==> config.mk <==
export PLATFORM = sky130hd
export DESIGN_NAME = cmc_charger_mode_control
export DESIGN_NICKNAME = d
export VERILOG_FILES = /design/src/verilog/cmc_charger_mode_control.v
export VERILOG_INCLUDE_DIRS = /design/src /design/src/verilog
export SDC_FILE = /design/constraint.sdc
export NUM_CORES = 1
export LEC_CHECK = 0
export BUFFER_PORTS_ARGS = -buffer_cell sky130_fd_sc_hd__buf_4
export CORE_MARGIN = 10
export CORE_UTILIZATION = 55
export DETAILED_ROUTE_END_ITERATION = 10
export GPL_TIMING_DRIVEN = 0
export PLACE_DENSITY_LB_ADDON = 0.1
export SYNTH_ARGS = -nofsm -noshare
export SYNTH_HDL_FRONTEND = slang
export SYNTH_SLANG_ARGS = --single-unit
==> constraint.sdc <==
create_clock -name clk_i -period 7 [get_ports clk_i]
set_input_delay 0.35 -clock clk_i [delete_from_list [all_inputs] [get_ports clk_i]]
set_output_delay 0.35 -clock clk_i [all_outputs]
set_load 0.005 [all_outputs]
==> src/verilog/cmc_defs.vh <==
// register map, field layout, defaults and timing counts of the charger control
`ifndef CMC_DEFS_VH
`define CMC_DEFS_VH
`define CMC_OFF_CTRL      8'h00
`define CMC_OFF_LIMIT     8'h04
`define CMC_OFF_CHARGE    8'h08
`define CMC_OFF_STATUS    8'h0C
`define CMC_CTRL_CHG_EN   0
`define CMC_CTRL_SRC_EN   1
`define CMC_CTRL_LLM_DIS  2
`define CMC_CTRL_KICK     3
`define CMC_CTRL_PER_LO   4
`define CMC_CTRL_STAT_LO  6
`define CMC_CTRL_TRK_LO   8
`define CMC_CTRL_RECHG    10
`define CMC_CTRL_BSW_OFF  11
`define CMC_CTRL_RST      16'h4011
`define CMC_CTRL_WMASK    16'hFFF7
`define CMC_CTRL_KEEP     16'h3800
`define CMC_IIN_RST       6'h18
`define CMC_IIN_USB       6'h05
`define CMC_IIN_SS        6'h02
`define CMC_IIN_PSK_MIN   6'h05
`define CMC_VFL_RST       4'h6
`define CMC_VFL_MAX       5'h0F
`define CMC_VFL_BASE_MV   13'd3900
`define CMC_VFL_STEP_MV   13'd100
`define CMC_ICHG_RST      6'h20
`define CMC_ICHG_STEP_MA  12'd64
`define CMC_ITERM_RST     4'h3
`define CMC_IPRE_RST      4'h3
`define CMC_ITERM_STEP_MA 12'd60
`define CMC_VREG_RST      8'h2C
`define CMC_VREG_BASE_MV  13'd3856
`define CMC_VREG_STEP_MV  13'd8
`define CMC_ISHORT_MA     12'd100
`define CMC_VSYS_SS_MV    13'd2200
`define CMC_VBAT_SHORT_MV 13'd2200
`define CMC_VBAT_LOW_MV   13'd3000
`define CMC_RECHG_LO_MV   13'd100
`define CMC_RECHG_HI_MV   13'd200
`define CMC_TRK1_MV       14'd200
`define CMC_TRK2_MV       14'd250
`define CMC_TRK3_MV       14'd300
`define CMC_SRC_MIN_MV    13'd2900
`define CMC_SLEEP_MV      14'd40
`define CMC_CLK_NS        10
`define CMC_TICK_NS       1000000
`define CMC_TICK_CYC      (`CMC_TICK_NS / `CMC_CLK_NS)
`define CMC_SRC_DLY_MS    5'd30
`define CMC_SRC_PFM_MS    5'd2
`define CMC_WDT1_MS       18'd40000
`define CMC_WDT2_MS       18'd80000
`define CMC_WDT3_MS       18'd160000
`define CMC_SAFETY_MS     26'd36000000
`define CMC_BLINK_MS      9'd500
`define CMC_EVT_NS        1000
`define CMC_EVT_CYC       (`CMC_EVT_NS / `CMC_CLK_NS)
`endif

==> src/verilog/cmc_charger_mode_control.v <==
// charger mode control: apb registers, watchdog, source mode, charge cycle
//
// The placing of the registers and the APB slave port were left to the implementer.
`default_nettype none
`include "cmc_defs.vh"
module cmc_charger_mode_control #(
  parameter TICK_CYC = `CMC_TICK_CYC
) (
  input  wire        clk_i,                  // 100 MHz clock
  input  wire        rst_n_i,                // async reset, active low
  input  wire        psel_i,                 // apb select
  input  wire        penable_i,              // apb enable
  input  wire        pwrite_i,               // apb write
  input  wire [7:0]  paddr_i,                // apb byte address
  input  wire [31:0] pwdata_i,               // apb write data
  output wire [31:0] prdata_o,               // apb read data
  output wire        pready_o,               // apb ready
  output wire        pslverr_o,              // apb error, unmapped
  input  wire        source_select_pin_i,    // high usb port, low adapter
  input  wire        charge_enable_pin_n_i,  // low enables charging
  input  wire        input_good_i,           // input source qualified
  input  wire [12:0] vbat_mv_i,              // battery voltage, mV
  input  wire [12:0] vin_mv_i,               // input voltage, mV
  input  wire [12:0] vsys_mv_i,              // system rail, mV
  input  wire [11:0] ichg_ma_i,              // measured charge current
  input  wire        therm_chg_ok_i,         // thermistor in charge range
  input  wire        therm_src_ok_i,         // thermistor between hot/cold
  input  wire        in_regulation_i,        // input or thermal regulation
  output wire        converter_en_o,         // buck switching enabled
  output wire        battery_switch_o,       // battery switch on
  output wire [5:0]  iin_limit_o,            // applied limit, 100 mA units
  output wire [12:0] vin_floor_mv_o,         // applied input floor, mV
  output wire        pulse_skip_o,           // pulse-skipping allowed
  output wire        source_mode_o,          // source (boost) active
  output wire        source_pwm_o,           // source in fixed frequency
  output wire        source_current_sel_o,   // source current select
  output wire [11:0] charge_current_ma_o,    // charge current target
  output wire [12:0] charge_voltage_mv_o,    // charge voltage target
  output wire        charge_indicator_pin_o, // low while charging
  output wire        host_event_pin_n_o      // low pulse per event
);
  localparam ST_OFF   = 3'd0;
  localparam ST_PRE   = 3'd1;
  localparam ST_FAST  = 3'd2;
  localparam ST_DONE  = 3'd3;
  localparam ST_FAULT = 3'd4;
  localparam [31:0] TICK_LAST = TICK_CYC - 1;
  localparam integer EVT_CYC_I = `CMC_EVT_CYC;
  localparam [7:0]  EVT_CYC   = EVT_CYC_I[7:0];

  // ----------------------------------------------------------------
  // pin synchronisers and millisecond tick
  // ----------------------------------------------------------------
  reg [1:0]  psel_sync_reg;
  reg [1:0]  ce_sync_reg;
  reg [31:0] tick_cnt_reg;
  reg        tick_reg;
  always @(posedge clk_i or negedge rst_n_i) begin
    if (!rst_n_i) begin
      psel_sync_reg <= 2'b00;
      ce_sync_reg   <= 2'b11;
      tick_cnt_reg  <= 32'h0;
      tick_reg      <= 1'b0;
    end else begin
      psel_sync_reg <= {psel_sync_reg[0], source_select_pin_i};
      ce_sync_reg   <= {ce_sync_reg[0], charge_enable_pin_n_i};
      tick_reg      <= (tick_cnt_reg == TICK_LAST);
      tick_cnt_reg  <= (tick_cnt_reg == TICK_LAST) ? 32'h0
                       : tick_cnt_reg + 32'h1;
    end
  end
  wire psel_s = psel_sync_reg[1];
  wire ce_n_s = ce_sync_reg[1];

  // ----------------------------------------------------------------
  // registers, watchdog and mode
  // ----------------------------------------------------------------
  reg [15:0] ctrl_reg;
  reg [5:0]  iin_code_reg;
  reg [3:0]  vfl_code_reg;
  reg [5:0]  ichg_code_reg;
  reg [3:0]  iterm_code_reg;
  reg [3:0]  ipre_code_reg;
  reg [7:0]  vreg_code_reg;
  reg        host_mode_reg;
  reg [17:0] wdt_cnt_reg;
  reg        init_done_reg;
  reg        psel_prev_reg;
  reg        pready_reg;
  reg        pslverr_reg;
  reg [31:0] prdata_reg;

  wire apb_setup = psel_i & ~penable_i;
  wire apb_wr    = psel_i & penable_i & pwrite_i & pready_reg;
  wire wr_ctrl   = apb_wr & (paddr_i == `CMC_OFF_CTRL);
  wire wr_limit  = apb_wr & (paddr_i == `CMC_OFF_LIMIT);
  wire wr_chg    = apb_wr & (paddr_i == `CMC_OFF_CHARGE);
  wire mapped    = (paddr_i == `CMC_OFF_CTRL) | (paddr_i == `CMC_OFF_LIMIT)
                 | (paddr_i == `CMC_OFF_CHARGE)
                 | (paddr_i == `CMC_OFF_STATUS);
  wire kick      = wr_ctrl & pwdata_i[`CMC_CTRL_KICK];
  wire [1:0] wdt_per  = ctrl_reg[`CMC_CTRL_PER_LO+1:`CMC_CTRL_PER_LO];
  wire [1:0] stat_cfg = ctrl_reg[`CMC_CTRL_STAT_LO+1:`CMC_CTRL_STAT_LO];
  wire [1:0] trk_sel  = ctrl_reg[`CMC_CTRL_TRK_LO+1:`CMC_CTRL_TRK_LO];
  wire       llm_dis  = ctrl_reg[`CMC_CTRL_LLM_DIS];
  wire       bsw_off  = ctrl_reg[`CMC_CTRL_BSW_OFF];
  reg  [17:0] wdt_limit;
  always @* begin
    case (wdt_per)
      2'b01:   wdt_limit = `CMC_WDT1_MS;
      2'b10:   wdt_limit = `CMC_WDT2_MS;
      default: wdt_limit = `CMC_WDT3_MS;
    endcase
  end
  wire wdt_expire = host_mode_reg & (wdt_per != 2'b00) & tick_reg
                  & (wdt_cnt_reg >= wdt_limit - 18'd1);
  wire [4:0] vfl_wr = pwdata_i[12:8];

  always @(posedge clk_i or negedge rst_n_i) begin
    if (!rst_n_i) begin
      ctrl_reg       <= `CMC_CTRL_RST;
      iin_code_reg   <= `CMC_IIN_RST;
      vfl_code_reg   <= `CMC_VFL_RST;
      ichg_code_reg  <= `CMC_ICHG_RST;
      iterm_code_reg <= `CMC_ITERM_RST;
      ipre_code_reg  <= `CMC_IPRE_RST;
      vreg_code_reg  <= `CMC_VREG_RST;
      host_mode_reg  <= 1'b0;
      wdt_cnt_reg    <= 18'h0;
      init_done_reg  <= 1'b0;
      psel_prev_reg  <= 1'b0;
    end else begin
      if (wdt_expire) begin
        // current limit, floor and battery switch bits survive expiry
        host_mode_reg  <= 1'b0;
        ctrl_reg       <= (`CMC_CTRL_RST & ~`CMC_CTRL_KEEP)
                          | (ctrl_reg & `CMC_CTRL_KEEP);
        ichg_code_reg  <= `CMC_ICHG_RST;
        iterm_code_reg <= `CMC_ITERM_RST;
        ipre_code_reg  <= `CMC_IPRE_RST;
        vreg_code_reg  <= `CMC_VREG_RST;
        wdt_cnt_reg    <= 18'h0;
      end else begin
        // host writes apply in either mode
        if (wr_ctrl)
          ctrl_reg <= pwdata_i[15:0] & `CMC_CTRL_WMASK;
        if (kick) begin
          host_mode_reg <= 1'b1;
          wdt_cnt_reg   <= 18'h0;
        end else if (host_mode_reg && wdt_per != 2'b00 && tick_reg)
          wdt_cnt_reg <= wdt_cnt_reg + 18'h1;
        if (wr_chg) begin
          ichg_code_reg  <= pwdata_i[5:0];
          iterm_code_reg <= pwdata_i[11:8];
          ipre_code_reg  <= pwdata_i[15:12];
          vreg_code_reg  <= pwdata_i[23:16];
        end
        if (wr_limit)
          vfl_code_reg <= vfl_wr[4] ? 4'hF
                          : vfl_wr[3:0];
        // in default mode the select pin reloads the limit after reset and on each change
        if (!host_mode_reg && (!init_done_reg || psel_s != psel_prev_reg))
          iin_code_reg <= psel_s ? `CMC_IIN_USB : `CMC_IIN_RST;
        else if (wr_limit)
          iin_code_reg <= pwdata_i[5:0];
      end
      init_done_reg <= 1'b1;
      psel_prev_reg <= psel_s;
    end
  end

  // ----------------------------------------------------------------
  // converter, input limits and light-load mode
  // ----------------------------------------------------------------
  reg        conv_reg;
  reg        bsw_reg;
  reg [5:0]  iin_out_reg;
  reg [12:0] vfl_out_reg;
  reg        psk_reg;
  reg        src_reg;
  reg        src_pwm_reg;
  reg [4:0]  src_dly_reg;
  reg [4:0]  src_pfm_reg;
  wire chg_req = ctrl_reg[`CMC_CTRL_CHG_EN] & ~ce_n_s
               & (ichg_code_reg != 6'h0) & ~bsw_off;
  wire [12:0] vfl_mv = `CMC_VFL_BASE_MV
                     + {9'h0, vfl_code_reg} * `CMC_VFL_STEP_MV;
  reg  [13:0] trk_off;
  always @* begin
    case (trk_sel)
      2'b01:   trk_off = `CMC_TRK1_MV;
      2'b10:   trk_off = `CMC_TRK2_MV;
      2'b11:   trk_off = `CMC_TRK3_MV;
      default: trk_off = 14'd0;
    endcase
  end
  wire [13:0] trk_mv  = {1'b0, vbat_mv_i} + trk_off;
  wire [12:0] trk_sat = trk_mv[13] ? 13'h1FFF : trk_mv[12:0];
  wire [13:0] sleep_mv = {1'b0, vbat_mv_i} + `CMC_SLEEP_MV;
  wire src_ok = ctrl_reg[`CMC_CTRL_SRC_EN] & therm_src_ok_i
              & (vbat_mv_i > `CMC_SRC_MIN_MV)
              & ({1'b0, vin_mv_i} < sleep_mv)
              & (src_dly_reg == `CMC_SRC_DLY_MS);
  wire src_pfm_done = llm_dis | (src_pfm_reg == `CMC_SRC_PFM_MS);

  always @(posedge clk_i or negedge rst_n_i) begin
    if (!rst_n_i) begin
      conv_reg    <= 1'b0;
      bsw_reg     <= 1'b1;
      iin_out_reg <= `CMC_IIN_SS;
      vfl_out_reg <= 13'h0;
      psk_reg     <= 1'b0;
      src_reg     <= 1'b0;
      src_pwm_reg <= 1'b0;
      src_dly_reg <= 5'h0;
      src_pfm_reg <= 5'h0;
    end else begin
      // no switching until the limit was decided after reset
      conv_reg <= input_good_i & init_done_reg & ~src_reg;
      bsw_reg  <= ~bsw_off & (~conv_reg | chg_req);
      if (vsys_mv_i < `CMC_VSYS_SS_MV && iin_code_reg > `CMC_IIN_SS)
        iin_out_reg <= `CMC_IIN_SS;
      else
        iin_out_reg <= iin_code_reg;
      if (trk_sel != 2'b00 && trk_sat > vfl_mv)
        vfl_out_reg <= trk_sat;
      else
        vfl_out_reg <= vfl_mv;
      // enable delay restarts whenever the source enable bit is cleared
      if (!ctrl_reg[`CMC_CTRL_SRC_EN])
        src_dly_reg <= 5'h0;
      else if (tick_reg && src_dly_reg != `CMC_SRC_DLY_MS)
        src_dly_reg <= src_dly_reg + 5'h1;
      src_reg <= src_ok;
      if (!src_reg)
        src_pfm_reg <= 5'h0;
      else if (tick_reg && src_pfm_reg != `CMC_SRC_PFM_MS)
        src_pfm_reg <= src_pfm_reg + 5'h1;
      src_pwm_reg <= src_reg & src_pfm_done;
      psk_reg <= ~llm_dis & (src_reg ? ~src_pfm_done
                 : (iin_code_reg >= `CMC_IIN_PSK_MIN));
    end
  end

  // ----------------------------------------------------------------
  // charge cycle
  // ----------------------------------------------------------------
  reg [2:0]  st_reg;
  reg [2:0]  st_next;
  reg [25:0] safe_cnt_reg;
  reg        half_reg;
  reg        tmr_fault_reg;
  reg [8:0]  blink_cnt_reg;
  reg        blink_reg;
  reg [11:0] ichg_out_reg;
  reg [12:0] vreg_out_reg;
  reg        ind_reg;
  reg [7:0]  evt_cnt_reg;
  reg        evt_n_reg;
  wire [12:0] vreg_mv  = `CMC_VREG_BASE_MV
                       + {5'h0, vreg_code_reg} * `CMC_VREG_STEP_MV;
  wire [12:0] rechg_mv = vreg_mv - (ctrl_reg[`CMC_CTRL_RECHG]
                         ? `CMC_RECHG_HI_MV : `CMC_RECHG_LO_MV);
  wire [11:0] term_ma  = {8'h0, iterm_code_reg} * `CMC_ITERM_STEP_MA;
  wire [11:0] pre_ma   = {8'h0, ipre_code_reg} * `CMC_ITERM_STEP_MA;
  wire [11:0] fast_ma  = {6'h0, ichg_code_reg} * `CMC_ICHG_STEP_MA;
  wire charging  = (st_reg == ST_PRE) | (st_reg == ST_FAST);
  wire safe_hit  = charging & tick_reg & (~in_regulation_i | half_reg)
                 & (safe_cnt_reg == `CMC_SAFETY_MS - 26'd1);
  wire start_ok  = conv_reg & chg_req & therm_chg_ok_i & ~tmr_fault_reg;

  always @* begin
    st_next = st_reg;
    case (st_reg)
      ST_OFF: begin
        if (start_ok)
          st_next = (vbat_mv_i < `CMC_VBAT_LOW_MV) ? ST_PRE
                    : ST_FAST;
      end
      ST_PRE, ST_FAST: begin
        if (!chg_req || !conv_reg)
          st_next = ST_OFF;
        else if (safe_hit || !therm_chg_ok_i)
          st_next = ST_FAULT;
        else if (st_reg == ST_PRE && vbat_mv_i >= `CMC_VBAT_LOW_MV)
          st_next = ST_FAST;
        else if (st_reg == ST_FAST && ichg_ma_i < term_ma
                 && vbat_mv_i > rechg_mv && !in_regulation_i)
          st_next = ST_DONE;
      end
      ST_DONE: begin
        if (!chg_req || !conv_reg || vbat_mv_i < rechg_mv)
          st_next = ST_OFF;
      end
      ST_FAULT: begin
        if (!chg_req || (therm_chg_ok_i && !tmr_fault_reg))
          st_next = ST_OFF;
      end
      default: st_next = ST_OFF;
    endcase
  end
  wire evt = (st_next == ST_DONE && st_reg != ST_DONE)
           | (st_next == ST_FAULT && st_reg != ST_FAULT);

  always @(posedge clk_i or negedge rst_n_i) begin
    if (!rst_n_i) begin
      st_reg        <= ST_OFF;
      safe_cnt_reg  <= 26'h0;
      half_reg      <= 1'b0;
      tmr_fault_reg <= 1'b0;
      blink_cnt_reg <= 9'h0;
      blink_reg     <= 1'b0;
      ichg_out_reg  <= 12'h0;
      vreg_out_reg  <= 13'h0;
      ind_reg       <= 1'b1;
      evt_cnt_reg   <= 8'h0;
      evt_n_reg     <= 1'b1;
    end else begin
      st_reg <= st_next;
      // a toggle of either enable clears the timer and its fault
      if (!chg_req) begin
        safe_cnt_reg  <= 26'h0;
        tmr_fault_reg <= 1'b0;
      end else if (safe_hit) begin
        tmr_fault_reg <= 1'b1;
        safe_cnt_reg  <= 26'h0;
      end else if (charging && tick_reg) begin
        half_reg <= ~half_reg;
        // regulation halves the timer rate
        if (!in_regulation_i || half_reg)
          safe_cnt_reg <= safe_cnt_reg + 26'h1;
      end
      if (tick_reg) begin
        if (blink_cnt_reg == `CMC_BLINK_MS - 9'd1) begin
          blink_cnt_reg <= 9'h0;
          blink_reg     <= ~blink_reg;
        end else
          blink_cnt_reg <= blink_cnt_reg + 9'h1;
      end
      case (st_next)
        ST_PRE:  ichg_out_reg <= (vbat_mv_i < `CMC_VBAT_SHORT_MV)
                                 ? `CMC_ISHORT_MA : pre_ma;
        ST_FAST: ichg_out_reg <= fast_ma;
        default: ichg_out_reg <= 12'h0;
      endcase
      vreg_out_reg <= vreg_mv;
      if (stat_cfg == 2'b11)
        ind_reg <= 1'b1;
      else if (st_next == ST_FAULT)
        ind_reg <= blink_reg;
      else
        ind_reg <= ~(st_next == ST_PRE || st_next == ST_FAST);
      // an event during a running pulse is merged into it
      if (evt && evt_cnt_reg == 8'h0)
        evt_cnt_reg <= EVT_CYC;
      else if (evt_cnt_reg != 8'h0)
        evt_cnt_reg <= evt_cnt_reg - 8'h1;
      evt_n_reg <= ~((evt && evt_cnt_reg == 8'h0)
                   || evt_cnt_reg > 8'h1);
    end
  end

  // ----------------------------------------------------------------
  // apb answer and status
  // ----------------------------------------------------------------
  reg [1:0] phase;
  always @* begin
    case (st_reg)
      ST_PRE:  phase = 2'b01;
      ST_FAST: phase = 2'b10;
      ST_DONE: phase = 2'b11;
      default: phase = 2'b00;
    endcase
  end
  wire [2:0] in_type = src_reg ? 3'b111
                     : !init_done_reg ? 3'b000
                     : psel_s ? 3'b001 : 3'b011;
  wire [31:0] status = {20'h0, tmr_fault_reg, bsw_reg, conv_reg, psk_reg,
                        src_pwm_reg, src_reg, ~host_mode_reg,
                        phase, in_type};
  reg [31:0] rd_mux;
  always @* begin
    case (paddr_i)
      `CMC_OFF_CTRL:   rd_mux = {16'h0, ctrl_reg};
      `CMC_OFF_LIMIT:  rd_mux = {20'h0, vfl_code_reg, 2'b00, iin_code_reg};
      `CMC_OFF_CHARGE: rd_mux = {8'h0, vreg_code_reg, ipre_code_reg,
                                 iterm_code_reg, 2'b00, ichg_code_reg};
      `CMC_OFF_STATUS: rd_mux = status;
      default:         rd_mux = 32'h0;
    endcase
  end
  always @(posedge clk_i or negedge rst_n_i) begin
    if (!rst_n_i) begin
      pready_reg  <= 1'b0;
      pslverr_reg <= 1'b0;
      prdata_reg  <= 32'h0;
    end else begin
      pready_reg  <= apb_setup;
      pslverr_reg <= apb_setup & ~mapped;
      prdata_reg  <= (apb_setup & ~pwrite_i) ? rd_mux : 32'h0;
    end
  end

  assign prdata_o               = prdata_reg;
  assign pready_o               = pready_reg;
  assign pslverr_o              = pslverr_reg;
  assign converter_en_o         = conv_reg;
  assign battery_switch_o       = bsw_reg;
  assign iin_limit_o            = iin_out_reg;
  assign vin_floor_mv_o         = vfl_out_reg;
  assign pulse_skip_o           = psk_reg;
  assign source_mode_o          = src_reg;
  assign source_pwm_o           = src_pwm_reg;
  assign source_current_sel_o   = ctrl_reg[14];
  assign charge_current_ma_o    = ichg_out_reg;
  assign charge_voltage_mv_o    = vreg_out_reg;
  assign charge_indicator_pin_o = ind_reg;
  assign host_event_pin_n_o     = evt_n_reg;
endmodule
`default_nettype wire

Word level (Yosys, flattened, before mapping)
Cells that the tools add are included.
{ "totals": {"ff_bits": 242, "input_bits": 102, "output_inout_bits": 86} }
{ "classes": {"n_addsub": 13, "multipliers": 3, "n_lt_le_gt_ge": 14, "eq_ne": 32, "mux": 59, "bitwise": 57, "reduce_logical": 51} }
{ "ops": {"columns": ["op", "count"], "rows": [
  ["two-way mux 26 bit", 4],
  ["one-hot mux 24 bit (4 select lines)", 1],
  ["two-way mux 18 bit", 3],
  ["two-way mux 8 bit", 5],
  ["< comparator 13 x 12 -> 1 bit, second input constant", 3],
  ["one-hot mux 18 bit (2 select lines)", 1],
  ["adder 32 x 1 -> 32 bit, second input constant", 1],
  ["== test 32 x 17 -> 1 bit, second input constant", 1],
  ["two-way mux 16 bit", 2],
  ["two-way mux 32 bit", 1],
  ["bitwise AND 1 bit", 31],
  ["two-way mux 6 bit", 5],
  ["one-hot mux 9 bit (3 select lines)", 1],
  ["adder 12 x 11 -> 13 bit, first input constant", 2],
  ["adder 26 x 1 -> 26 bit, second input constant", 1],
  ["== test 26 bit, second input constant", 1],
  ["greater-than comparator 13 bit", 2],
  ["two-way mux 13 bit", 2],
  ["two-way mux 5 bit", 5],
  ["two-way mux 24 bit", 1],
  ["two-way mux 3 bit", 8],
  ["one-hot mux 12 bit (2 select lines)", 1],
  ["two-way mux 4 bit", 5],
  ["adder 18 x 1 -> 18 bit, second input constant", 1],
  ["55 further kinds", 141]
]} }

Logic depth before layout (Yosys ltp)
Gate-level depths: netlist of the first run.
{ "depth": {"ltp_word": 16, "mapped_depth": 21, "ltp_nobuf": 20} }

Least setup slack after synthesis of the first run
OpenSTA, ideal clock, no wires.
{ "synth_timing": {"kind": "register to register", "start": "register ctrl_reg[8]", "end": "register vfl_out_reg[7] (netlist: vin_floor_mv_o[7])", "arrival_time_ps": 4178, "required_time_ps": 6872, "path_slack_ps": 2694, "stages_incl_launch_ff": 22, "period_less_slack_ps": 4306, "cell_sequence": "dfrtp_1 > inv_1 > ha_1 > ha_1 > inv_1 > fa_1 > nor2b_1 > o21ai_0 > a21boi_0 > o31ai_1 > or2_2 > and2_1 > ha_1 > nor2b_1 > o21a_1 > o21a_1 > o21ai_0 > a221o_1 > a21o_1 > a21oi_1 > buf_2 > mux2_1"} }
{ "synth_between": {"elab_chain_cells": 7, "elab_cells_between_ends": 10} }
{ "synth_rtl": {"columns": ["element", "line", "source"], "rows": [
  ["start, declared", "cmc_charger_mode_control.v:78", "reg [15:0] ctrl_reg;"],
  ["start signal, assigned", "cmc_charger_mode_control.v:121", "ctrl_reg <= `CMC_CTRL_RST;"],
  ["start signal, assigned", "cmc_charger_mode_control.v:136", "ctrl_reg <= (`CMC_CTRL_RST & ~`CMC_CTRL_KEEP)"],
  ["start signal, assigned", "cmc_charger_mode_control.v:146", "ctrl_reg <= pwdata_i[15:0] & `CMC_CTRL_WMASK;"],
  ["== test 2 bit / == test 2 x 1 -> 1 bit (equally long branches)", "cmc_charger_mode_control.v:190", "case (trk_sel)"],
  ["one-hot mux 9 bit (3 select lines)", "cmc_charger_mode_control.v:190", null],
  ["adder 13 x 14 -> 14 bit", "cmc_charger_mode_control.v:197", "wire [13:0] trk_mv = {1'b0, vbat_mv_i} + trk_off;"],
  ["two-way mux 13 bit", "cmc_charger_mode_control.v:198", "wire [12:0] trk_sat = trk_mv[13] ? 13'h1FFF : trk_mv[12:0];"],
  ["greater-than comparator 13 bit", "cmc_charger_mode_control.v:225", "if (trk_sel != 2'b00 && trk_sat > vfl_mv)"],
  ["logical AND 1 bit", "cmc_charger_mode_control.v:225", null],
  ["two-way mux 13 bit (*)", "cmc_charger_mode_control.v:225", null],
  ["end signal, assigned", "cmc_charger_mode_control.v:226", "vfl_out_reg <= trk_sat;"],
  ["end signal, assigned", "cmc_charger_mode_control.v:228", "vfl_out_reg <= vfl_mv;"],
  ["end, declared", "cmc_charger_mode_control.v:178", "reg [12:0] vfl_out_reg;"]
]} }
Mark *: on every way between the ends. The rest lies on a longest branch, timed or not.
A chain may end at the register's enable or synchronous reset.

Worst setup path after layout of the first run
{ "layout_timing": {"start": "register vreg_code_reg[2]", "end": "register evt_cnt_reg[0]"} }
{ "layout_between": {"elab_chain_cells": 15, "elab_cells_between_ends": 21} }
{ "layout_rtl": {"columns": ["element", "line", "source"], "rows": [
  ["start, declared", "cmc_charger_mode_control.v:84", "reg [7:0] vreg_code_reg;"],
  ["start signal, assigned", "cmc_charger_mode_control.v:127", "vreg_code_reg <= `CMC_VREG_RST;"],
  ["start signal, assigned", "cmc_charger_mode_control.v:141", "vreg_code_reg <= `CMC_VREG_RST;"],
  ["start signal, assigned", "cmc_charger_mode_control.v:156", "vreg_code_reg <= pwdata_i[23:16];"],
  ["adder 12 x 11 -> 13 bit (no source line) (*)", null, null],
  ["named net vreg_mv[5]", "cmc_charger_mode_control.v:260", "wire [12:0] vreg_mv = `CMC_VREG_BASE_MV"],
  ["subtractor 13 x 8 -> 13 bit (*)", "cmc_charger_mode_control.v:262", "wire [12:0] rechg_mv = vreg_mv - (ctrl_reg[`CMC_CTRL_RECHG]"],
  ["greater-than comparator 13 bit", "cmc_charger_mode_control.v:288", "&& vbat_mv_i > rechg_mv && !in_regulation_i)"],
  ["logical AND 1 bit (2 in a row)", "cmc_charger_mode_control.v:288", null],
  ["two-way mux 3 bit", "cmc_charger_mode_control.v:287", "else if (st_reg == ST_FAST && ichg_ma_i < term_ma"],
  ["two-way mux 3 bit", "cmc_charger_mode_control.v:285", "else if (st_reg == ST_PRE && vbat_mv_i >= `CMC_VBAT_LOW_MV)"],
  ["two-way mux 3 bit", "cmc_charger_mode_control.v:283", "else if (safe_hit || !therm_chg_ok_i)"],
  ["two-way mux 3 bit", "cmc_charger_mode_control.v:281", "if (!chg_req || !conv_reg)"],
  ["one-hot mux 3 bit (4 select lines) (*)", "cmc_charger_mode_control.v:274", "case (st_reg)"],
  ["== test 3 x 2 -> 1 bit / == test 3 bit (equally long branches)", "cmc_charger_mode_control.v:302, cmc_charger_mode_control.v:303", null],
  ["logical AND 1 bit (on tied branches)", "cmc_charger_mode_control.v:302, cmc_charger_mode_control.v:303", null],
  ["bitwise OR 1 bit (*)", "cmc_charger_mode_control.v:303", "| (st_next == ST_FAULT && st_reg != ST_FAULT);"],
  ["logical AND 1 bit (*)", "cmc_charger_mode_control.v:354", "if (evt && evt_cnt_reg == 8'h0)"],
  ["two-way mux 8 bit / nonzero test 2 bit (equally long branches)", null, null],
  ["end signal, assigned", "cmc_charger_mode_control.v:357", "evt_cnt_reg <= evt_cnt_reg - 8'h1;"],
  ["end, declared", "cmc_charger_mode_control.v:258", "reg [7:0] evt_cnt_reg;"]
]} }
The timed path passes the listed nets; every way through them passes the cells marked *.

==> impl_metrics.prom, run 1 <==
# TYPE chip_impl_metric gauge
chip_impl_info{name="status",value="finished, final reports clean"} 1
chip_impl_metric{name="gpl.final_weighted_congestion",unit=""} 0.871
chip_impl_metric{name="worst_ep_required",unit="ns"} 7.48
chip_impl_metric{name="clock_insertion_delay_worst_skew",unit="ns"} 0.55
chip_impl_metric{name="postSynthCellCount",unit=""} 1397
chip_impl_metric{name="max_cap_viol_count",unit=""} 0
chip_impl_metric{name="crit_fanout",unit=""} 7
chip_impl_info{name="critical-path-top-cell-by-count",value="ha_1"} 1
chip_impl_info{name="criticalPathCategory",value="register to register"} 1
chip_impl_metric{name="drive_above_1_share",unit="%"} 16.7
chip_impl_metric{name="antenna_cells",unit=""} 0
chip_impl_metric{name="synthesis.area",unit="um2"} 13800
chip_impl_metric{name="synth_edf_count",unit=""} 0
chip_impl_metric{name="pin_count",unit=""} 188
chip_impl_info{name="ys_top_cells_by_area",value="dfrtp_1 (39%), ha_1 (11%), nand2_1 (4.4%)"} 1
chip_impl_metric{name="first_global_vias",unit=""} 11000
chip_impl_metric{name="fin_crit_sh",unit="%"} 72.6
chip_impl_metric{name="largest_reg_flops",unit=""} 32
chip_impl_info{name="grt_setup_unrepaired",value="no"} 1
chip_impl_metric{name="report.final.hold_viol_count",unit=""} 0
chip_impl_info{name="startpoint_type",value="register"} 1
chip_impl_info{name="path_cells",value="ha_1 > ha_1 > nand2_1 > o221ai_1 > a31oi_1 > nand2_1 > xor2_1 > ha_1 > a211oi_1 > nor2_1 > a2111oi_0 > o32ai_1 > a31oi_4 > nor2_1 > nor3b_2 > a21o_1"} 1
chip_impl_metric{name="final_period_minus_worst_setup_slack",unit="ns"} 5.08
chip_impl_metric{name="core-area",unit="um2"} 24500
chip_impl_info{name="synth_flop_cell",value="dfrtp_1"} 1
chip_impl_info{name="cts_root_buffer",value="clkbuf_16"} 1
chip_impl_metric{name="yosysTopAreaCellShare",unit="%"} 39.1
chip_impl_metric{name="synthToLayoutAreaGrowth",unit="%"} 19.1
chip_impl_metric{name="vdd_ir_drop_max",unit="V"} 0.000148
chip_impl_metric{name="worst_setup_slack_for_register_to_register_paths",unit="ns"} 1.92
chip_impl_info{name="synth_top_cells_by_count",value="dfrtp_1 (215), nand2_1 (161), nor2_1 (129)"} 1
chip_impl_metric{name="detail_route.drc_violations",unit=""} 0
chip_impl_metric{name="detailed_place_hpwl",unit="um"} 26300
chip_impl_metric{name="tritoncts.num_buffers",unit=""} 27
chip_impl_metric{name="grt.overflow.total",unit=""} 0
chip_impl_metric{name="die_area",unit="um2"} 31800
chip_impl_metric{name="placementRows",unit=""} 57
chip_impl_metric{name="final_design_instance_area_without_fill",unit="um2"} 16400
chip_impl_metric{name="crit_path_buf_inv_count",unit=""} 0
chip_impl_metric{name="ant_nets",unit=""} 0
chip_impl_info{name="critical_path.endpoint_type",value="register"} 1
chip_impl_metric{name="synth.distinct_cells",unit=""} 85
chip_impl_metric{name="htree_num_levels",unit=""} 1
chip_impl_metric{name="portion_of_the_post_synthesis_area_used_by_sequential_elements",unit="%"} 43.1
chip_impl_metric{name="n_fill_cell",unit=""} 1996
chip_impl_metric{name="leakage_power",unit="nW"} 7.87
chip_impl_metric{name="placedInstanceArea",unit="um2"} 15500
chip_impl_metric{name="route.vias.total",unit=""} 10700
chip_impl_metric{name="totalNegativeSetupSlack",unit="ns"} 0
chip_impl_metric{name="syn_area_per_cell",unit="um2"} 9.86
chip_impl_metric{name="die_h",unit="um"} 178
chip_impl_info{name="clock_tree_from_tritoncts",value="yes"} 1
chip_impl_metric{name="wl",unit="um"} 34400
chip_impl_metric{name="whs",unit="ns"} 0.0428
chip_impl_metric{name="power_per_cell_area",unit="nW/um2"} 184
chip_impl_metric{name="setup_viol",unit=""} 0
chip_impl_info{name="cp_top_family",value="compound AO/OA/AOI/OAI gates"} 1
chip_impl_metric{name="cp.arrival",unit="ns"} 5.56
chip_impl_metric{name="post_cts_resize_count",unit=""} 0
chip_impl_metric{name="dieWidth",unit="um"} 178
chip_impl_metric{name="finClkSkew",unit="ns"} 0.0160
chip_impl_metric{name="synth_warnings",unit=""} 0
chip_impl_metric{name="num-nets-final",unit=""} 1837
chip_impl_metric{name="gr-usage-all-layers",unit="%"} 21.8
chip_impl_metric{name="cts.clk_slew.worst_paths",unit="ns"} 0.06
chip_impl_metric{name="post-cts-setup-buffer-count",unit=""} 0
chip_impl_metric{name="port_buffers",unit=""} 160
chip_impl_metric{name="timing.max_slew.rel_slack",unit="%"} 23.2
chip_impl_metric{name="grt_antenna_before_repair",unit=""} 0
chip_impl_metric{name="clk_path_buf_depth",unit=""} 3
chip_impl_metric{name="finalMaxSlewViolations",unit=""} 0
chip_impl_info{name="slowest_stage",value="a2111oi_0"} 1
chip_impl_info{name="hp-class",value="primary input to register"} 1
chip_impl_metric{name="grt_start_max_net_pins",unit=""} 84
chip_impl_metric{name="grt_first_pass_wirelength",unit="um"} 56100
chip_impl_info{name="synthDominantAreaCellType",value="dfrtp_1"} 1
chip_impl_metric{name="slew_at_the_pin_closest_to_its_max_slew_limit",unit="ns"} 1.12
chip_impl_metric{name="synth.ff_latch_count",unit=""} 236
chip_impl_metric{name="max_clock_freq",unit="MHz"} 197
chip_impl_metric{name="drtIter0Drc",unit=""} 623
chip_impl_metric{name="detail_route.first_pass.iterations",unit=""} 5
chip_impl_metric{name="initial_core_util",unit="%"} 56.3
chip_impl_info{name="synth_most_common_cell",value="dfrtp_1"} 1
chip_impl_metric{name="clkSinkCount",unit=""} 236
chip_impl_metric{name="drt-wirelength-per-cell",unit="um"} 17.7
chip_impl_metric{name="critical_path.max_stage_delay",unit="ns"} 0.94
chip_impl_metric{name="vias_per_cell",unit=""} 5.51
chip_impl_metric{name="async_reset_ff_share",unit="%"} 100
==> layout make-up <==
type                       instances  area [um2]  share of cell area (%)
buffer                            49         244                    1.49
clock buffer                      42         792                    4.83
clock inverter                     7        81.3                   0.496
inverter                          75         282                    1.72
multi-input combinational       1050        7370                    44.9
sequential                       236        5930                    36.2
tap                              324         405                    2.47
timing repair buffer             166        1300                    7.95
==> power breakdown <==
part / total (mW) / switching (mW) / internal (mW)
combinational: 0.244 / 0.133 / 0.111
sequential: 1.39 / 0.0118 / 1.38
clock: 1.38 / 0.560 / 0.817
==> final timing paths <==
check | depth (start not counted) | from | end
setup / recovery | 16 | vreg_code_reg[2] | evt_cnt_reg[0]
hold / removal | 3 | pwdata_i[5] | ichg_code_reg[5]
setup reg to reg | 16 | vreg_code_reg[2] | evt_cnt_reg[0]
hold reg to reg | 0 | psel_sync_reg[0] | psel_sync_reg[1]
max in group asynchronous | 4 | rst_n_i | vreg_code_reg[5]
min in group asynchronous | 2 | rst_n_i | vin_floor_mv_o[9]
==> layout by cell type (no fill, tap or decap), types with 16 or more instances in the layout <==
| cell type | count |
|---|---|
| and3_1 | 18 |
| nor2_1 | 129 |
| nor4_1 | 16 |
| buf_4 | 172 |
| and2_1 | 31 |
| xor2_1 | 62 |
| clkbuf_16 | 27 |
| xnor2_1 | 66 |
| mux2i_1 | 22 |
| dfstp_2 | 21 |
| inv_1 | 75 |
| nand4_1 | 29 |
| dfrtp_1 | 215 |
| ha_1 | 118 |
| nand2_1 | 161 |
| clkbuf_1 | 37 |
| nand3_1 | 45 |
| nor2b_1 | 24 |
| o21ai_0 | 22 |
| nor3_1 | 25 |
| a21oi_1 | 67 |
==> metal layers <==
metal	wire length, um	GRT usage (%)	part of all wire (%)
met2	15800	35.0	46
met4	983	6.13	2.9
met3	2280	4.59	6.6
met1	15300	29.2	45
met5	0	0	0
==> what timing repair did <==
action                                  in CTS  in global routing
endpoints found under the setup margin       0                  0
hold endpoints to repair                    79                  0
hold buffers                                 4                  0
==> through the flow <==
stage | cells | setup WS (ns) | power [mW] | utilization (%)
global route | 1949 | 1.55 | 3.13 | 67.1
floorplan | 1410 | 2.69 | 1.53 | -
CTS | 1949 | 1.98 | 3.05 | 67.1
detailed placement | 1896 | 2.00 | 1.66 | 63.3
finish | 1949 | 1.92 | 3.02 | 67.1
global placement | 1894 | 2.12 | 1.65 | 63.1
==> logic make-up (layout without fill, tap and decap cells) <==
kind of cell | count (synthesis) | count (layout) | synth area share (%)
multiplexers | 36 | 36 | 3.32
buffers and inverters | 124 | 339 | 3.81
AND/OR/NAND/NOR | 535 | 535 | 19.3
flip-flops | 236 | 236 | 43.1
XOR/XNOR | 128 | 128 | 8.14
AO/OA/AOI/OAI | 206 | 206 | 9.89
adder cells (fa/ha/maj) | 130 | 130 | 12.5
other | 2 | 15 | 0.0545
==> worst register-to-register path: cells and delay by family (launching register included) <==
family	cells	cell delay, ns
xor+xnor	1	0.16
fa+ha+maj	3	0.94
compound gates	7	2.48
simple gates	5	0.84
flops	1	0.59
Power figures use the tool's default switching activity.
==> run 2: changes to the inputs <==
clock period = 4.8 ns   (was 7 ns; I/O delays follow)
==> impl_metrics.prom, run 2 (synthesis gave the netlist of run 1 again) <==
# TYPE chip_impl_metric gauge
chip_impl_metric{name="gr-usage-all-layers",unit="%"} 22.0
chip_impl_metric{name="ff_latch_area",unit="um2"} 5930
chip_impl_info{name="cts_root_buffer",value="clkbuf_16"} 1
chip_impl_metric{name="route.vias.total",unit=""} 10900
chip_impl_metric{name="r2r.worst_path.cells",unit=""} 16
chip_impl_metric{name="post-layout-total-power",unit="mW"} 4.42
chip_impl_metric{name="grt.overflow.total",unit=""} 0
chip_impl_metric{name="tritoncts.num_buffers",unit=""} 27
chip_impl_metric{name="clk_path_buf_depth",unit=""} 3
chip_impl_metric{name="first_global_vias",unit=""} 11100
chip_impl_metric{name="drtIter0Drc",unit=""} 597
chip_impl_metric{name="dieWidth",unit="um"} 178
chip_impl_metric{name="gpl.final_weighted_congestion",unit=""} 0.871
chip_impl_metric{name="vias_per_cell",unit=""} 5.49
chip_impl_info{name="status",value="finished, final reports clean"} 1
chip_impl_metric{name="placementRows",unit=""} 57
chip_impl_info{name="final_cell_mix",value="dfrtp_1 (214), buf_4 (176), nand2_1 (161)"} 1
chip_impl_metric{name="wl",unit="um"} 34900
chip_impl_metric{name="slew_at_the_pin_closest_to_its_max_slew_limit",unit="ns"} 0.863
chip_impl_metric{name="htree_num_levels",unit=""} 1
chip_impl_metric{name="largest_reg_flops",unit=""} 32
chip_impl_metric{name="clkSinkCount",unit=""} 236
chip_impl_metric{name="initial_core_util",unit="%"} 56.3
chip_impl_metric{name="max_clock_freq",unit="MHz"} 220
chip_impl_metric{name="totalNegativeSetupSlack",unit="ns"} 0
chip_impl_metric{name="crit_fanout",unit=""} 6
chip_impl_metric{name="worst_ep_required",unit="ns"} 5.24
chip_impl_metric{name="grt_first_pass_wirelength",unit="um"} 56700
chip_impl_metric{name="final_period_minus_worst_setup_slack",unit="ns"} 4.54
chip_impl_metric{name="timing.max_slew.rel_slack",unit="%"} 41.9
chip_impl_info{name="layout.cells.most_common",value="dfrtp_1"} 1
chip_impl_metric{name="report.final.hold_viol_count",unit=""} 0
chip_impl_info{name="criticalPathCategory",value="register to register"} 1
chip_impl_metric{name="detail_route.first_pass.iterations",unit=""} 5
chip_impl_metric{name="finClkSkew",unit="ns"} 0.0176
chip_impl_info{name="min-delay-start",value="vin_mv_i[12]"} 1
chip_impl_metric{name="worst_setup_slack_for_register_to_register_paths",unit="ns"} 0.26
chip_impl_metric{name="grt_start_max_net_pins",unit=""} 84
chip_impl_metric{name="final_design_instance_area_without_fill",unit="um2"} 16800
chip_impl_info{name="critical_path.endpoint_type",value="register"} 1
chip_impl_metric{name="grt_antenna_before_repair",unit=""} 0
chip_impl_metric{name="core-area",unit="um2"} 24500
chip_impl_metric{name="leakage_power",unit="nW"} 8.01
chip_impl_metric{name="fin_crit_sh",unit="%"} 94.6
chip_impl_metric{name="antenna_cells",unit=""} 0
chip_impl_metric{name="max_cap_viol_count",unit=""} 0
chip_impl_metric{name="vdd_ir_drop_max",unit="V"} 0.000226
chip_impl_metric{name="finalMaxSlewViolations",unit=""} 0
chip_impl_info{name="worst_hold_endpoint",value="source_mode_o"} 1
chip_impl_metric{name="detailed_place_hpwl",unit="um"} 26300
chip_impl_info{name="crit-reg2reg-launch",value="iterm_code_reg[0]"} 1
chip_impl_info{name="clock_tree_from_tritoncts",value="yes"} 1
chip_impl_metric{name="drt-wirelength-per-cell",unit="um"} 17.6
chip_impl_info{name="hp-class",value="primary input to register"} 1
chip_impl_metric{name="num-nets-final",unit=""} 1869
chip_impl_metric{name="cp.arrival",unit="ns"} 4.98
chip_impl_metric{name="pin_count",unit=""} 188
chip_impl_metric{name="cts.clk_slew.worst_paths",unit="ns"} 0.06
chip_impl_metric{name="multi_input_area",unit="um2"} 7420
chip_impl_metric{name="min_delay_path_depth",unit=""} 3
chip_impl_metric{name="synthToLayoutAreaGrowth",unit="%"} 21.9
chip_impl_metric{name="power_per_cell_area",unit="nW/um2"} 263
chip_impl_metric{name="die_h",unit="um"} 178
chip_impl_metric{name="n_fill_cell",unit=""} 1947
chip_impl_metric{name="placedInstanceArea",unit="um2"} 15500
chip_impl_metric{name="die_area",unit="um2"} 31800
chip_impl_metric{name="drive_above_1_share",unit="%"} 17.2
chip_impl_metric{name="clock_insertion_delay_worst_skew",unit="ns"} 0.55
chip_impl_info{name="startpoint_type",value="register"} 1
chip_impl_info{name="grt_setup_unrepaired",value="no"} 1
chip_impl_metric{name="port_buffers",unit=""} 160
chip_impl_metric{name="detail_route.drc_violations",unit=""} 0
chip_impl_info{name="regToRegEndpoint",value="charge_indicator_pin_o"} 1
chip_impl_metric{name="setup_viol",unit=""} 0
chip_impl_metric{name="ant_nets",unit=""} 0
## run 2: cell count changes in the layout (fill, tap and decap cells not counted), moves of 2 or more
| cell | before | now |
|---|---|---|
| buf_4 | 172 | 176 |
| dlygate4sd3_1 | 4 | 31 |
| a21oi_2 | 0 | 2 |
| a21oi_1 | 67 | 65 |
## run 2: critical path, cell delays in order, from the launching register on
cell      delay, ns
dfstp_2        0.59
fa_1           0.44
fa_1           0.47
ha_1           0.29
a21o_1         0.19
a21oi_2        0.17
o21bai_1       0.09
a21oi_1        0.19
xor2_1         0.26
ha_1           0.29
a211oi_1       0.23
and3_1         0.21
o21ai_0        0.09
o21bai_1       0.23
a31oi_4        0.18
and2_4         0.21
o31ai_2        0.30
## run 2: power by group
part	internal (mW)	leakage, nW	total, mW	switching [mW]
clock network	1.19	0.432	2.01	0.818
registers	2.02	3.09	2.03	0.0172
logic	0.179	4.50	0.380	0.201
total	3.39	8.01	4.42	1.04
## run 2: how the worst max path moves through the flow
stage                                  from                     end  slack [ns]
after global placement          ctrl_reg[8]       vin_floor_mv_o[7]       -0.08
after detailed placement   vreg_code_reg[2]          evt_cnt_reg[0]       -0.20
after global routing      iterm_code_reg[0]          evt_cnt_reg[6]       0.006
final                     iterm_code_reg[0]  charge_indicator_pin_o        0.26
after CTS                  vreg_code_reg[2]          evt_cnt_reg[0]        0.02
after floorplan                 ctrl_reg[8]       vin_floor_mv_o[7]        0.49
## run 2: per-layer routing
metal | vias to the layer above | GRT usage (%) | part of all wire (%)
met1 | 5242 | 29.6 | 44
met4 | 0 | 6.13 | 2.7
li1 | 5293 | - | -
met3 | 54 | 4.23 | 6.3
met2 | 295 | 35.5 | 47
met5 | - | 0 | 0
## run 2: stage by stage
step                      instances  setup slack, ns  util (%)  hold WS [ns]
final                          1981            0.258      68.6        0.0249
after global routing           1981          0.00600      68.6        0.0317
after CTS                      1976           0.0168      68.2       0.00328
after global placement         1894          -0.0789      63.1         0.336
after detailed placement       1896           -0.197      63.3         0.250
after floorplan                1410            0.494         -       -0.0556
## run 2: cell type report
type,count,area share (%)
clock buffer,42,4.72
tap,324,2.41
buffer,49,1.49
clock inverter,7,0.484
multi-input combinational,1050,44.2
sequential,236,35.3
inverter,75,1.68
timing repair buffer,198,9.67
## run 2: what timing repair did
| action | CTS | global route |
|---|---|---|
| gates resized for setup | 4 | 12 |
| setup buffers | 0 | 5 |
| hold buffers | 31 | 0 |
| hold endpoints to repair | 123 | 0 |
| setup endpoints to repair | 12 | 24 |
| pin swaps | 0 | 4 |
==> run 3: changes to the inputs <==
CORE_ASPECT_RATIO = 0.7   (was default)
REMOVE_ABC_BUFFERS = 1   (was default)
==> impl_metrics.prom, run 3 (synthesis gave the netlist of run 1 again) <==
# TYPE chip_impl_metric gauge
chip_impl_info{name="status",value="finished, final reports clean"} 1
chip_impl_metric{name="first_global_vias",unit=""} 10600
chip_impl_metric{name="max_cap_viol_count",unit=""} 0
chip_impl_metric{name="port_buffers",unit=""} 161
chip_impl_metric{name="cp.arrival",unit="ns"} 5.04
chip_impl_info{name="path_cells",value="fa_1 > fa_1 > ha_1 > a21o_1 > a21oi_2 > o21bai_1 > a21oi_2 > xor2_2 > ha_1 > a211oi_1 > and3_1 > o21ai_0 > o21bai_1 > a31oi_4 > and2_4 > a22o_1"} 1
chip_impl_metric{name="worst_ep_required",unit="ns"} 5.19
chip_impl_metric{name="timing.max_slew.rel_slack",unit="%"} 30.2
chip_impl_metric{name="detail_route.first_pass.iterations",unit=""} 5
chip_impl_metric{name="die_area",unit="um2"} 31900
chip_impl_metric{name="grt_antenna_before_repair",unit=""} 0
chip_impl_metric{name="dieWidth",unit="um"} 209
chip_impl_metric{name="critical_path.max_stage_delay",unit="ns"} 0.63
chip_impl_metric{name="place.detailed.instances",unit=""} 1852
chip_impl_metric{name="pin_count",unit=""} 188
chip_impl_info{name="slowest_stage",value="dfstp_2"} 1
chip_impl_metric{name="core-area",unit="um2"} 24600
chip_impl_metric{name="r2r.worst_path.cells",unit=""} 16
chip_impl_metric{name="detailed_place_hpwl",unit="um"} 26500
chip_impl_metric{name="die_h",unit="um"} 152
chip_impl_metric{name="gr-usage-all-layers",unit="%"} 21.9
chip_impl_metric{name="min_delay_path_depth",unit=""} 2
chip_impl_metric{name="final_period_minus_worst_setup_slack",unit="ns"} 4.66
chip_impl_info{name="critical_path.endpoint_type",value="register"} 1
chip_impl_metric{name="power_per_cell_area",unit="nW/um2"} 267
chip_impl_metric{name="drt-wirelength-per-cell",unit="um"} 18.6
chip_impl_info{name="layout.cells.most_common",value="dfrtp_1"} 1
chip_impl_metric{name="ant_nets",unit=""} 0
chip_impl_metric{name="vdd_ir_drop_max",unit="V"} 0.000251
chip_impl_info{name="regToRegEndpoint",value="charge_current_ma_o[7]"} 1
chip_impl_metric{name="drive_above_1_share",unit="%"} 17.6
chip_impl_metric{name="largest_reg_flops",unit=""} 32
chip_impl_metric{name="clock_insertion_delay_worst_skew",unit="ns"} 0.52
chip_impl_metric{name="synthToLayoutAreaGrowth",unit="%"} 20.6
chip_impl_metric{name="grt.overflow.total",unit=""} 0
chip_impl_info{name="cts_root_buffer",value="clkbuf_16"} 1
chip_impl_metric{name="grt_start_max_net_pins",unit=""} 125
chip_impl_metric{name="gpl.final_weighted_congestion",unit=""} 0.884
chip_impl_metric{name="grt_first_pass_wirelength",unit="um"} 57600
chip_impl_info{name="worst_hold_endpoint",value="pready_o"} 1
chip_impl_metric{name="detail_route.drc_violations",unit=""} 0
chip_impl_metric{name="num-nets-final",unit=""} 1820
chip_impl_metric{name="wl",unit="um"} 35800
chip_impl_metric{name="tritoncts.num_buffers",unit=""} 25
chip_impl_info{name="clock_tree_from_tritoncts",value="yes"} 1
chip_impl_metric{name="worst_setup_slack_for_register_to_register_paths",unit="ns"} 0.14
chip_impl_metric{name="clkSinkCount",unit=""} 236
chip_impl_metric{name="fin_crit_sh",unit="%"} 97.1
chip_impl_metric{name="slew_at_the_pin_closest_to_its_max_slew_limit",unit="ns"} 1.04
chip_impl_metric{name="leakage_power",unit="nW"} 7.89
chip_impl_info{name="final_cell_mix",value="dfrtp_1 (215), buf_4 (167), nand2_1 (161)"} 1
chip_impl_metric{name="drtIter0Drc",unit=""} 766
chip_impl_metric{name="cts.clk_slew.worst_paths",unit="ns"} 0.06
chip_impl_metric{name="finClkSkew",unit="ns"} 0.0129
chip_impl_metric{name="route.vias.total",unit=""} 10800
chip_impl_metric{name="report.final.hold_viol_count",unit=""} 0
chip_impl_info{name="startpoint_type",value="register"} 1
chip_impl_metric{name="final-instance-count-excl-fill",unit=""} 1931
chip_impl_info{name="criticalPathCategory",value="register to register"} 1
chip_impl_metric{name="htree_num_levels",unit=""} 1
chip_impl_metric{name="finalMaxSlewViolations",unit=""} 0
chip_impl_info{name="min-delay-start",value="psel_i"} 1
chip_impl_metric{name="antenna_cells",unit=""} 0
chip_impl_metric{name="max_clock_freq",unit="MHz"} 215
chip_impl_metric{name="finalCoreUtilization",unit="%"} 67.5
chip_impl_metric{name="vias_per_cell",unit=""} 5.58
chip_impl_metric{name="crit_fanout",unit=""} 5
chip_impl_metric{name="clk_path_buf_depth",unit=""} 3
chip_impl_metric{name="setup_viol",unit=""} 0
chip_impl_info{name="crit-reg2reg-launch",value="iterm_code_reg[0]"} 1
chip_impl_metric{name="initial_core_util",unit="%"} 55.9
chip_impl_metric{name="placementRows",unit=""} 48
chip_impl_info{name="hp-class",value="primary input to register"} 1
==> run 3: changes by cell type in the layout (fill, tap and decap cells not counted), moves of 3 or more <==
cell,before,now
clkbuf_1,37,4
buf_4,176,167
buf_1,4,0
bufinv_16,1,4
clkinvlp_4,0,3
dlygate4sd3_1,31,28
==> run 3: worst max path at each step <==
stage               slack (ns)         startpoint                     end
global route             -0.03  iterm_code_reg[1]  charge_current_ma_o[7]
finish                    0.14  iterm_code_reg[0]  charge_current_ma_o[7]
floorplan                 0.06        ctrl_reg[8]       vin_floor_mv_o[3]
detailed placement       -0.78        ctrl_reg[8]       vin_floor_mv_o[3]
global placement         -1.03        ctrl_reg[4]         iin_code_reg[2]
CTS                       0.02       ctrl_reg[10]      host_event_pin_n_o
==> run 3: layout make-up <==
| type | instances | area, um2 |
|---|---|---|
| Inverter | 75 | 282 |
| Sequential cell | 236 | 5930 |
| Clock inverter | 12 | 171 |
| Tap cell | 325 | 407 |
| Multi-Input combinational cell | 1050 | 7500 |
| Clock buffer | 33 | 696 |
| Timing Repair Buffer | 200 | 1630 |
| Fill cell | 1943 | 8010 |
==> run 3: what timing repair did <==
action,in CTS,in global routing
resized for setup,6,16
setup buffers,3,3
endpoints found under the setup margin,26,28
hold endpoints to repair,148,0
pin swaps,1,7
hold buffers,28,0
==> run 3: worst max-delay path, delay by kind of cell (launching register included) <==
family | cells | cell delay [ns]
AOI/OAI and AO/OA | 9 | 1.69
xor gates and xnor gates | 1 | 0.23
adders and majority gates | 4 | 1.50
DFF | 1 | 0.63
and+or+nand+nor | 2 | 0.46
==> run 3: metrics by stage <==
step	setup TNS [ns]	hold slack, ns	area [um2]	worst slack [ns]	power, mW
after CTS	0	0.0165	16500	0.0169	4.47
after global routing	-0.0802	0.0258	16600	-0.0271	4.59
final	0	0.0298	16600	0.141	4.44
after global placement	-16.16	0.335	15200	-1.03	2.40
after detailed placement	-8.77	0.335	15300	-0.784	2.41
after floorplan	0	-0.0556	13600	0.0642	2.21
==> run 3: power by group <==
| part | switching [mW] | internal, mW |
|---|---|---|
| Sequential | 0.0186 | 2.01 |
| Clock | 0.800 | 1.24 |
| Combinational | 0.202 | 0.167 |
==> run 3: layer usage <==
layer | up-vias | global-route usage (%) | part of all wire, %
met1 | 5244 | 32.0 | 48
met3 | 49 | 4.36 | 6.6
met5 | - | 0 | 0
met2 | 301 | 32.6 | 44
li1 | 5182 | - | -
met4 | 0 | 4.65 | 2.1
